## config.mk

```make
export PLATFORM = sky130hd
export DESIGN_NAME = gpport_top
export DESIGN_NICKNAME = d
export VERILOG_FILES = /design/src/gpport_pkg.sv /design/src/gpport_top.sv /design/src/gpport_bit_ctrl.sv
export VERILOG_INCLUDE_DIRS = /design/src /design/src/src
export SDC_FILE = /design/constraint.sdc
export NUM_CORES = 1
export LEC_CHECK = 0
export BUFFER_PORTS_ARGS = -buffer_cell sky130_fd_sc_hd__buf_2
export CORE_AREA = 10 10 167 169
export DETAILED_ROUTE_END_ITERATION = 8
export DIE_AREA = 0 0 177 179
export GPL_ROUTABILITY_DRIVEN = 0
export GPL_TIMING_DRIVEN = 0
export PLACE_DENSITY = 0.81
export REMOVE_ABC_BUFFERS = 1
export SYNTH_ARGS = -nofsm -noshare
export SYNTH_HDL_FRONTEND = slang
export SYNTH_SLANG_ARGS = --single-unit
```

## constraint.sdc

```tcl
create_clock -name clk_i -period 4.5 [get_ports clk_i]
set_clock_uncertainty 0.05 [all_clocks]
set_input_delay 0.225 -clock clk_i [delete_from_list [all_inputs] [get_ports clk_i]]
set_output_delay 0.225 -clock clk_i [all_outputs]
set_load 0.01 [all_outputs]
```

## src/gpport_params.svh

```systemverilog
// Behaviour
// - Each port bit has its own direction bit, input or output.
// - Ports 3, 6, 8 have one independent pull-up enable bit per pin.
// - Ports 4, 5, 7 have per-pin pull enables acting as up or down.
// - A shared selection register holds one up/down selector for each of ports 4, 5, 7.
// - Within one port, enabled pulls are all the same type, never mixed.
// - Reset clears directions to input and pull enables to disabled.
`ifndef GPPORT_PARAMS_SVH
`define GPPORT_PARAMS_SVH
`define GPP_NUM_PORTS      6
// Register offsets (byte addresses)
`define GPP_OFS_OUT_BASE   8'h00
`define GPP_OFS_DIR_BASE   8'h18
`define GPP_OFS_PULL_BASE  8'h30
`define GPP_OFS_IN_BASE    8'h48
`define GPP_OFS_POLSEL     8'h60
`define GPP_OFS_STRIDE     8'h04
// Pull polarity select field positions: ports 4, 5, 7
`define GPP_POL_BIT_P4     0
`define GPP_POL_BIT_P5     1
`define GPP_POL_BIT_P7     2
`define GPP_POL_WIDTH      3
// Reset values
`define GPP_RST_DIR        8'h00
`define GPP_RST_PULL       8'h00
`define GPP_RST_OUT        8'h00
`define GPP_RST_POL        3'h0
`endif

```

## src/gpport_pkg.sv

```systemverilog
package gpport_pkg;
   typedef struct packed {
      logic [7:0] out;
      logic [7:0] oe;
      logic [7:0] pu;
      logic [7:0] pd;
   } gpport_pad_type;
   typedef struct packed {
      logic [31:0] adr;
      logic [31:0] dat;
      logic [3:0]  sel;
      logic        we;
      logic        cyc;
      logic        stb;
   } gpport_wb_req_type;
   typedef enum logic [0:0] {
      GPP_IDLE,
      GPP_ACK
   } gpport_bus_state_type;
endpackage

```

## src/gpport_top.sv

```systemverilog
`timescale 1ns/1ps
`include "gpport_params.svh"
// GPIO ports 3..8 with Wishbone classic register slave
module gpport_top (
   input  wire logic         clk_i,
   input  wire logic         rstn_i,
   input  wire logic         ce_i,
   input  wire logic [31:0]  wb_adr_i,
   input  wire logic [31:0]  wb_dat_i,
   input  wire logic [3:0]   wb_sel_i,
   input  wire logic         wb_we_i,
   input  wire logic         wb_cyc_i,
   input  wire logic         wb_stb_i,
   output logic      [31:0]  wb_dat_o,
   output logic              wb_ack_o,
   input  wire logic [47:0]  pad_in_i,
   output logic      [47:0]  pad_out_o,
   output logic      [47:0]  pad_oe_o,
   output logic      [47:0]  pad_pu_o,
   output logic      [47:0]  pad_pd_o
);
   import gpport_pkg::*;
   localparam int NP = `GPP_NUM_PORTS;
   // Port order: 3,4,5,6,7,8; widths and pull-down capability
   localparam int WID [NP] = '{7, 8, 8, 7, 8, 8};
   localparam bit PDN [NP] = '{1'b0, 1'b1, 1'b1, 1'b0, 1'b1, 1'b0};
   localparam int POLB [NP] = '{0, `GPP_POL_BIT_P4, `GPP_POL_BIT_P5, 0,
                                `GPP_POL_BIT_P7, 0};

   logic [7:0] out_r  [NP];
   logic [7:0] out_nxt[NP];
   logic [7:0] dir_r  [NP];
   logic [7:0] dir_nxt[NP];
   logic [7:0] pull_r [NP];
   logic [7:0] pull_nxt[NP];
   logic [7:0] level  [NP];
   logic [`GPP_POL_WIDTH-1:0] pull_polarity_select_r;
   logic [`GPP_POL_WIDTH-1:0] pol_nxt;
   logic [31:0]  rdat_r;
   logic [31:0]  rdat_nxt;
   gpport_bus_state_type st_r;
   gpport_bus_state_type st_nxt;
   gpport_wb_req_type req;
   logic [7:0] ofs;
   logic       hit;

   assign req = '{adr: wb_adr_i, dat: wb_dat_i, sel: wb_sel_i,
                  we: wb_we_i, cyc: wb_cyc_i, stb: wb_stb_i};
   assign ofs = req.adr[7:0];
   assign hit = req.cyc & req.stb & (st_r == GPP_IDLE) & ce_i;

   // Elaboration checks on the port table
   if (NP * 8 != 48) begin : g_bad_np
      $error("gpport port table does not fill the pad bus");
   end
   for (genvar p = 0; p < NP; p++) begin : g_chk
      // Each port fits one byte lane of its registers
      if (WID[p] < 1 || WID[p] > 8) begin : g_bad_wid
         $error("gpport port width must be 1..8");
      end
      // A pull-down capable port needs a polarity bit inside the select field
      if (PDN[p] && POLB[p] >= `GPP_POL_WIDTH) begin : g_bad_pol
         $error("gpport polarity bit outside the select field");
      end
   end

   // Register match per port, and the write strobe
   logic [NP-1:0] at_out;
   logic [NP-1:0] at_dir;
   logic [NP-1:0] at_pull;
   logic [NP-1:0] at_in;
   logic          at_pol;
   logic          wr;

   // Address match for each register of each port
   always_comb begin
      for (int p = 0; p < NP; p++) begin
         at_out[p]  = (ofs == 8'(`GPP_OFS_OUT_BASE + p * `GPP_OFS_STRIDE));
         at_dir[p]  = (ofs == 8'(`GPP_OFS_DIR_BASE + p * `GPP_OFS_STRIDE));
         at_pull[p] = (ofs == 8'(`GPP_OFS_PULL_BASE + p * `GPP_OFS_STRIDE));
         at_in[p]   = (ofs == 8'(`GPP_OFS_IN_BASE + p * `GPP_OFS_STRIDE));
      end
      at_pol = (ofs == `GPP_OFS_POLSEL);
   end

   // Only lane 0 carries the 8-bit registers
   assign wr = hit & req.we & req.sel[0];

   // Port register next values; bits above the port width stay 0
   always_comb begin
      logic [7:0] m;
      m = 8'h00;
      for (int p = 0; p < NP; p++) begin
         m = 8'((1 << WID[p]) - 1);
         out_nxt[p]  = out_r[p];
         dir_nxt[p]  = dir_r[p];
         pull_nxt[p] = pull_r[p];
         if (wr && at_out[p]) begin
            out_nxt[p] = req.dat[7:0] & m;
         end
         if (wr && at_dir[p]) begin
            dir_nxt[p] = req.dat[7:0] & m;
         end
         if (wr && at_pull[p]) begin
            pull_nxt[p] = req.dat[7:0] & m;
         end
      end
   end

   // Port registers: reset leaves every pin an input with no pulls
   always_ff @(posedge clk_i or negedge rstn_i) begin
      if (!rstn_i) begin
         for (int p = 0; p < NP; p++) begin
            out_r[p]  <= `GPP_RST_OUT;
            dir_r[p]  <= `GPP_RST_DIR;
            pull_r[p] <= `GPP_RST_PULL;
         end
      end else begin
         for (int p = 0; p < NP; p++) begin
            out_r[p]  <= out_nxt[p];
            dir_r[p]  <= dir_nxt[p];
            pull_r[p] <= pull_nxt[p];
         end
      end
   end

   // Polarity select next value: one up/down choice per capable port
   always_comb begin
      pol_nxt = pull_polarity_select_r;
      if (wr && at_pol) begin
         pol_nxt = req.dat[`GPP_POL_WIDTH-1:0];
      end
   end

   // Polarity register: reset selects pull-up for ports 4, 5, 7
   always_ff @(posedge clk_i or negedge rstn_i) begin
      if (!rstn_i) begin
         pull_polarity_select_r <= `GPP_RST_POL;
      end else begin
         pull_polarity_select_r <= pol_nxt;
      end
   end

   // Read data, captured as a request is taken; unmapped reads 0
   always_comb begin
      rdat_nxt = rdat_r;
      if (hit) begin
         rdat_nxt = 32'h0000_0000;
         for (int p = 0; p < NP; p++) begin
            if (at_out[p]) begin
               rdat_nxt = {24'h00_0000, out_r[p]};
            end
            if (at_dir[p]) begin
               rdat_nxt = {24'h00_0000, dir_r[p]};
            end
            if (at_pull[p]) begin
               rdat_nxt = {24'h00_0000, pull_r[p]};
            end
            if (at_in[p]) begin
               rdat_nxt = {24'h00_0000, level[p]};
            end
         end
         if (at_pol) begin
            rdat_nxt = {29'h0000_0000, pull_polarity_select_r};
         end
      end
   end

   // Read data register, held until the next request is taken
   always_ff @(posedge clk_i or negedge rstn_i) begin
      if (!rstn_i) begin
         rdat_r <= 32'h0000_0000;
      end else begin
         rdat_r <= rdat_nxt;
      end
   end

   // Bus handshake next state: ack one cycle after the take
   always_comb begin
      case (st_r)
         GPP_IDLE: st_nxt = hit ? GPP_ACK : GPP_IDLE;
         GPP_ACK:  st_nxt = ce_i ? GPP_IDLE : GPP_ACK;
         default:  st_nxt = GPP_IDLE;
      endcase
   end

   // Bus handshake state register
   always_ff @(posedge clk_i or negedge rstn_i) begin
      if (!rstn_i) begin
         st_r <= GPP_IDLE;
      end else begin
         st_r <= st_nxt;
      end
   end

   // Ack straight from the state; read data from its flop
   assign wb_ack_o = (st_r == GPP_ACK);
   assign wb_dat_o = rdat_r;

   // One pad controller per port
   for (genvar p = 0; p < NP; p++) begin : g_port
      gpport_pad_type pad;
      gpport_bit_ctrl #(.WIDTH(WID[p]), .HAS_PDOWN(PDN[p])) u_ctrl (
         .clk_i       (clk_i),
         .rstn_i      (rstn_i),
         .ce_i        (ce_i),
         .out_latch_i (out_r[p][WID[p]-1:0]),
         .dir_i       (dir_r[p][WID[p]-1:0]),
         .pull_en_i   (pull_r[p][WID[p]-1:0]),
         .pull_down_i (pull_polarity_select_r[POLB[p]]),
         .pad_i       (pad_in_i[p*8 +: WID[p]]),
         .pad_o       (pad),
         .level_o     (level[p][WID[p]-1:0])
      );
      if (WID[p] < 8) begin : g_pad
         assign level[p][7:WID[p]] = '0;
      end
      assign pad_out_o[p*8 +: 8] = pad.out;
      assign pad_oe_o[p*8 +: 8]  = pad.oe;
      assign pad_pu_o[p*8 +: 8]  = pad.pu;
      assign pad_pd_o[p*8 +: 8]  = pad.pd;
   end
endmodule

```

## src/gpport_bit_ctrl.sv

```systemverilog
`timescale 1ns/1ps
// One port: pad control and input sync
module gpport_bit_ctrl #(
   parameter int WIDTH     = 8,
   parameter bit HAS_PDOWN = 1'b0
) (
   input  wire logic              clk_i,
   input  wire logic              rstn_i,
   input  wire logic              ce_i,
   input  wire logic [WIDTH-1:0]  out_latch_i,
   input  wire logic [WIDTH-1:0]  dir_i,
   input  wire logic [WIDTH-1:0]  pull_en_i,
   input  wire logic              pull_down_i,
   input  wire logic [WIDTH-1:0]  pad_i,
   output gpport_pkg::gpport_pad_type pad_o,
   output logic      [WIDTH-1:0]  level_o
);
   import gpport_pkg::*;
   logic [WIDTH-1:0] sync1_r;
   logic [WIDTH-1:0] sync1_nxt;
   logic [WIDTH-1:0] level_r;
   logic [WIDTH-1:0] level_nxt;

   initial begin
      if (WIDTH < 1 || WIDTH > 8) $error("gpport width must be 1..8");
   end

   // Input synchroniser next values
   always_comb begin
      sync1_nxt = ce_i ? pad_i : sync1_r;
      level_nxt = ce_i ? sync1_r : level_r;
   end

   // Input synchroniser registers
   always_ff @(posedge clk_i or negedge rstn_i) begin
      if (!rstn_i) begin
         sync1_r <= '0;
         level_r <= '0;
      end else begin
         sync1_r <= sync1_nxt;
         level_r <= level_nxt;
      end
   end
   assign level_o = level_r;

   // Per-bit pad drive and pull steering
   always_comb begin
      pad_o = '0;
      for (int i = 0; i < WIDTH; i++) begin
         pad_o.oe[i]  = dir_i[i];
         pad_o.out[i] = dir_i[i] & out_latch_i[i];
         // One polarity per port, so pulls never mix
         pad_o.pu[i]  = pull_en_i[i] & ~(HAS_PDOWN & pull_down_i);
         pad_o.pd[i]  = pull_en_i[i] & HAS_PDOWN & pull_down_i;
      end
   end
endmodule

```

[Yosys cells after proc, flatten, opt, wreduce, memory -nomap -nowiden]
Index checks and enable logic that the tools add are counted.
Word-level totals
  logic and storage cells: 208
  bits of input ports: 122
  register bits: 266
Cells by class
  muxes and demuxes: 28
  reductions and logical operators: 20
  equal/unequal tests: 24
  bitwise logic cells: 103
Operators by type and width (number)
  two-way mux 32 bit: 23
  bitwise AND 1 bit: 99
  == test 8 x 7 -> 1 bit (second input constant): 9
  == test 8 x 6 -> 1 bit (second input constant): 8
  == test 8 x 5 -> 1 bit (second input constant): 4
  logical AND 1 bit: 19
  == test 8 x 4 -> 1 bit (second input constant): 2
  two-way mux 7 bit: 2
  == test 8 x 3 -> 1 bit (second input constant): 1
  logical NOT 8 bit: 1
  NOT 1 bit: 4
  two-way mux 1 bit: 2
  case mux 1 bit (2 select lines): 1

[Logic depth before layout (Yosys ltp)]
  word-level depth: 26
  gate-level depth with buffers: 10

[Cells and area by module]
From an unflattened synthesis, not the netlist that was laid out.
Unflattened totals
  cells, all modules: 1084
  area total of the unflattened synthesis: 12823.5 um2
By module, submodules not included
  gpport_top: instances 1, cells each 692, area an instance 7830.0 um2
  gpport_bit_ctrl at g_port[1].u_ctrl ...: instances 3, cells each 67, area an instance 867.1 um2
  gpport_bit_ctrl at g_port[0].u_ctrl ...: instances 2, cells each 62, area an instance 754.5 um2
  gpport_bit_ctrl at g_port[5].u_ctrl: instances 1, cells each 67, area an instance 883.3 um2

[Worst setup path after synthesis]
Ideal clock, no wire load.
  path kind: register to register
  start point: reg st_r (netlist: wb_ack_o)
  end point: reg out_r[0] (netlist bit)
  library setup time: 125 ps
  clock period less this slack: 2184 ps
  stages on the path, launching flop included: 9
  arrival: 2009 ps
  setup slack: 2316 ps
  buffers on the path: 3
  cells stage by stage: dfrtp_1 -> inv_1 -> and4_1 -> clkbuf_1 -> nand3_1 -> buf_2 -> buf_2 -> nor2_2 -> mux2_2
Between the ends
  longest elaborated chain between the ends: 6
RTL lines
  start: declaration: line gpport_top.sv:41  | gpport_bus_state_type st_r;
  start signal: assignment: line gpport_top.sv:192  | st_r <= st_nxt;
  NOT 1 bit: line gpport_top.sv:50  | assign hit = req.cyc & req.stb & (st_r == GPP_IDLE) & ce_i;
  bitwise AND 1 bit (2 in series): line gpport_top.sv:50
  bitwise AND 1 bit (2 in series): line gpport_top.sv:87  | assign wr = hit & req.we & req.sel[0];
  logical AND 1 bit: line gpport_top.sv:98  | if (wr && at_out[p]) begin
  end signal: indexed assignment: line gpport_top.sv:114  | out_r[p] <= `GPP_RST_OUT;
  end signal: indexed assignment: line gpport_top.sv:120  | out_r[p] <= out_nxt[p];
  end: declaration: line gpport_top.sv:30  | logic [7:0] out_r [NP];
No other way between the ends.
A chain may end at the register's enable or synchronous reset.

[Worst setup path after layout]
  start point: reg st_r (netlist: wb_ack_o)
  end point: reg out_r[43] (netlist bit)
Same word-level chain as after synthesis.

==> metrics <==
final net count 1392; Design Power 0.00497 W; yosys synthesis warning count 0; sum of overflow across all layers after global routing 0; worst hold slack 0.229 ns; area of the die 0.0317 mm²; initial DRC count 1211; end of the worst register-to-register path out_r[43]; normalized max-slew margin 0.297; worst path arrival time 3.50 ns; Die Width 177 µm; Peak Freq 0.317 GHz; Finished Layout Cells 1619; synthesized netlist cell count 1006; number of synthesized flops with an enable pin 0; clock tree buffer depth 3; cell types occupying the most area after synthesis sky130_fd_sc_hd__dfrtp_1, sky130_fd_sc_hd__mux2_2, sky130_fd_sc_hd__and2_1, sky130_fd_sc_hd__buf_4, sky130_fd_sc_hd__nand2_1; leakage dissipation 7.20 nW; H-tree levels 1; final wirelength 39200 µm; Peak VDD IR 0.238 mV; Worst Max-Slew Pin Slew 1.04 ns; Final period util 0.701; Crit Path Max Fanout 11; area after detailed placement 0.0133 mm²; number of port buffers 239; crit end category flip-flop; aggregate global-route resource usage 0.239; ports placed on the boundary 347; antenna violations before repair 1; DRC Markers 0; clock sinks 242; Area growth syn-to-layout 21.7%; share of flip-flops with an asynchronous set or reset after synthesis 1.00; root buf cell sky130_fd_sc_hd__clkbuf_16; Hold Path Stages 3; latest clock arrival within the worst-skew pair 0.52 ns; Die Height 179 µm; Worst Hold Endpoint g_port[1].u_ctrl.level_o[0]; type of the worst setup path reg2reg; cell count after placement 1526; TritonCTS clock tree yes; Power Density 339 mW/mm²; FP Rows 58; synthesized area divided by synthesized cell count 12.0 µm²; initial cell density of the core 0.487; r2r startpoint wb_ack_o; Min Clock Period, post-route 3.15 ns; share of synthesized area occupied by flip-flops and latches 0.503; Post-CTS Setup Inserts 0; placement-stage worst setup slack 0.925 ns; Unique masters post-synth 61; setup repair after global routing missed its margin false; Synth top area share 0.503; count of state elements after synthesis 242; total non-filler cell area in the finished layout 0.0147 mm²; Max-cap violations 0; area of the placeable core 0.0247 mm²; number of cell instances on the worst register-to-register path 6; largest net degree at the start of global routing 125; Final Max Tran Viols 0; total CTS buffers 25; global-route wire length before repair 58700 µm; post-layout worst setup margin 1.35 ns; detailed-router iteration count before antenna repair 7; Final Hold Fails 0; fraction of layout cells with a size suffix above 1 0.434; largest area contributor in the netlist sky130_fd_sc_hd__dfrtp_1; number of global-route vias before repair 9639; placed wire-length estimate 28500 µm; routed via count 9546; Main synth FF type sky130_fd_sc_hd__dfrtp_1; DR WL/cell 24.2 µm; class of the worst hold path in2reg; Setup violations, final 0; run status finished, final reports clean; startpoint of the lowest-slack hold path ce_i; total of fill cells in the finished design 2066; clock transition at the register clock pins on the worst setup and hold paths after CTS 0.06 ns; antenna-violating nets left 0; leading post-synthesis cells by instance count sky130_fd_sc_hd__dfrtp_1, sky130_fd_sc_hd__mux2_2, sky130_fd_sc_hd__and2_1; kind of start point of the critical path flip-flop; required time at the worst-slack endpoint 4.85 ns; Netlist Area Pre-Place 0.0120 mm²; most frequent cell after synthesis sky130_fd_sc_hd__dfrtp_1; Reg2Reg Setup Slack 1.35 ns; vias per cell 5.90
-- final cells by class --
class,instances,area (µm²),area share
tap,330,413,0.0282
clock buffer,36,717,0.0489
inverter,2,7.51,0.000512
timing repair buffer,290,1760,0.120
multi-input combinational,709,5560,0.379
clock inverter,8,140,0.00957
antenna,2,5.00,0.000342
sequential,242,6060,0.413
-- flip-flops by register name (all words and copies together) (netlist names) --
register / flops
dir_r: 46
g_port.u_ctrl.level_o: 46
g_port.u_ctrl.sync1_r: 46
out_r: 46
pull_polarity_select_r: 3
pull_r: 46
wb_ack_o: 1
wb_dat_o: 8
-- critical path: stages (launching register included) --
cell	delay, ns
sky130_fd_sc_hd__dfrtp_1	0.37
sky130_fd_sc_hd__inv_1	0.08
sky130_fd_sc_hd__and4_1	0.38
sky130_fd_sc_hd__nand3_1	0.67
sky130_fd_sc_hd__buf_8	0.42
sky130_fd_sc_hd__nor3_2	0.64
sky130_fd_sc_hd__mux2_2	0.41
-- worst max-delay path by stage --
stage          startpoint                           to
2_1_floorplan    wb_ack_o                    dir_r[40]
3_5_place_dp         ce_i                    out_r[43]
3_3_place_gp       rstn_i  g_port[4].u_ctrl.sync1_r[2]
5_1_grt          wb_ack_o                    out_r[40]
4_1_cts          wb_ack_o                    out_r[43]
6_report         wb_ack_o                    out_r[43]
-- cells by family (layout without fill, tap and decap cells) --
family,Yosys count,count (layout),share of synthesized area
simple gates,264,264,0.135
mux,232,232,0.217
compound gates,159,159,0.0912
other cells,1,56,0.000311
flops,242,242,0.503
buf+inv,108,336,0.0539
-- cell usage in the layout (no fill, tap or decap), types with 7 or more instances in the layout --
| cell | instances |
|---|---|
| sky130_fd_sc_hd__a211oi_1 | 7 |
| sky130_fd_sc_hd__a21oi_1 | 20 |
| sky130_fd_sc_hd__a221oi_1 | 16 |
| sky130_fd_sc_hd__a22oi_1 | 21 |
| sky130_fd_sc_hd__and2_1 | 74 |
| sky130_fd_sc_hd__buf_2 | 237 |
| sky130_fd_sc_hd__clkbuf_16 | 25 |
| sky130_fd_sc_hd__conb_1 | 54 |
| sky130_fd_sc_hd__dfrtp_1 | 242 |
| sky130_fd_sc_hd__dlygate4sd3_1 | 47 |
| sky130_fd_sc_hd__mux2_2 | 232 |
| sky130_fd_sc_hd__nand2_1 | 45 |
| sky130_fd_sc_hd__nand3_1 | 10 |
| sky130_fd_sc_hd__nand4_1 | 8 |
| sky130_fd_sc_hd__nor2_1 | 33 |
| sky130_fd_sc_hd__nor2_2 | 24 |
| sky130_fd_sc_hd__nor2b_1 | 24 |
| sky130_fd_sc_hd__o211ai_1 | 7 |
| sky130_fd_sc_hd__o21ai_0 | 32 |
| sky130_fd_sc_hd__o22ai_1 | 15 |
-- where the power goes --
part / switching (W) / leakage, nW / internal (W)
registers: 0.0000825 / 3.16 / 0.00230
logic: 0.000226 / 3.61 / 0.000182
clock network: 0.000855 / 0.423 / 0.00133
total: 0.00116 / 7.20 / 0.00381
-- routing by layer --
layer,vias to the layer above,share of wire,global-route usage
li1,4103,-,-
met1,4734,0.39,0.305
met2,593,0.47,0.384
met3,116,0.11,0.0604
met4,0,0.039,0.0942
met5,-,0,0
-- metrics by stage --
stage          TNS, ns  utilization
3_3_place_gp   -284.57        0.534
5_1_grt              0        0.592
4_1_cts              0        0.591
3_5_place_dp         0        0.538
6_report             0        0.592
2_1_floorplan        0            -
-- repair_timing --
action,4_1_cts,5_1_grt
endpoints found under the hold margin,164,0
gates resized for setup,0,0
hold buffers,47,0
(Power assumes the default switching activity.)
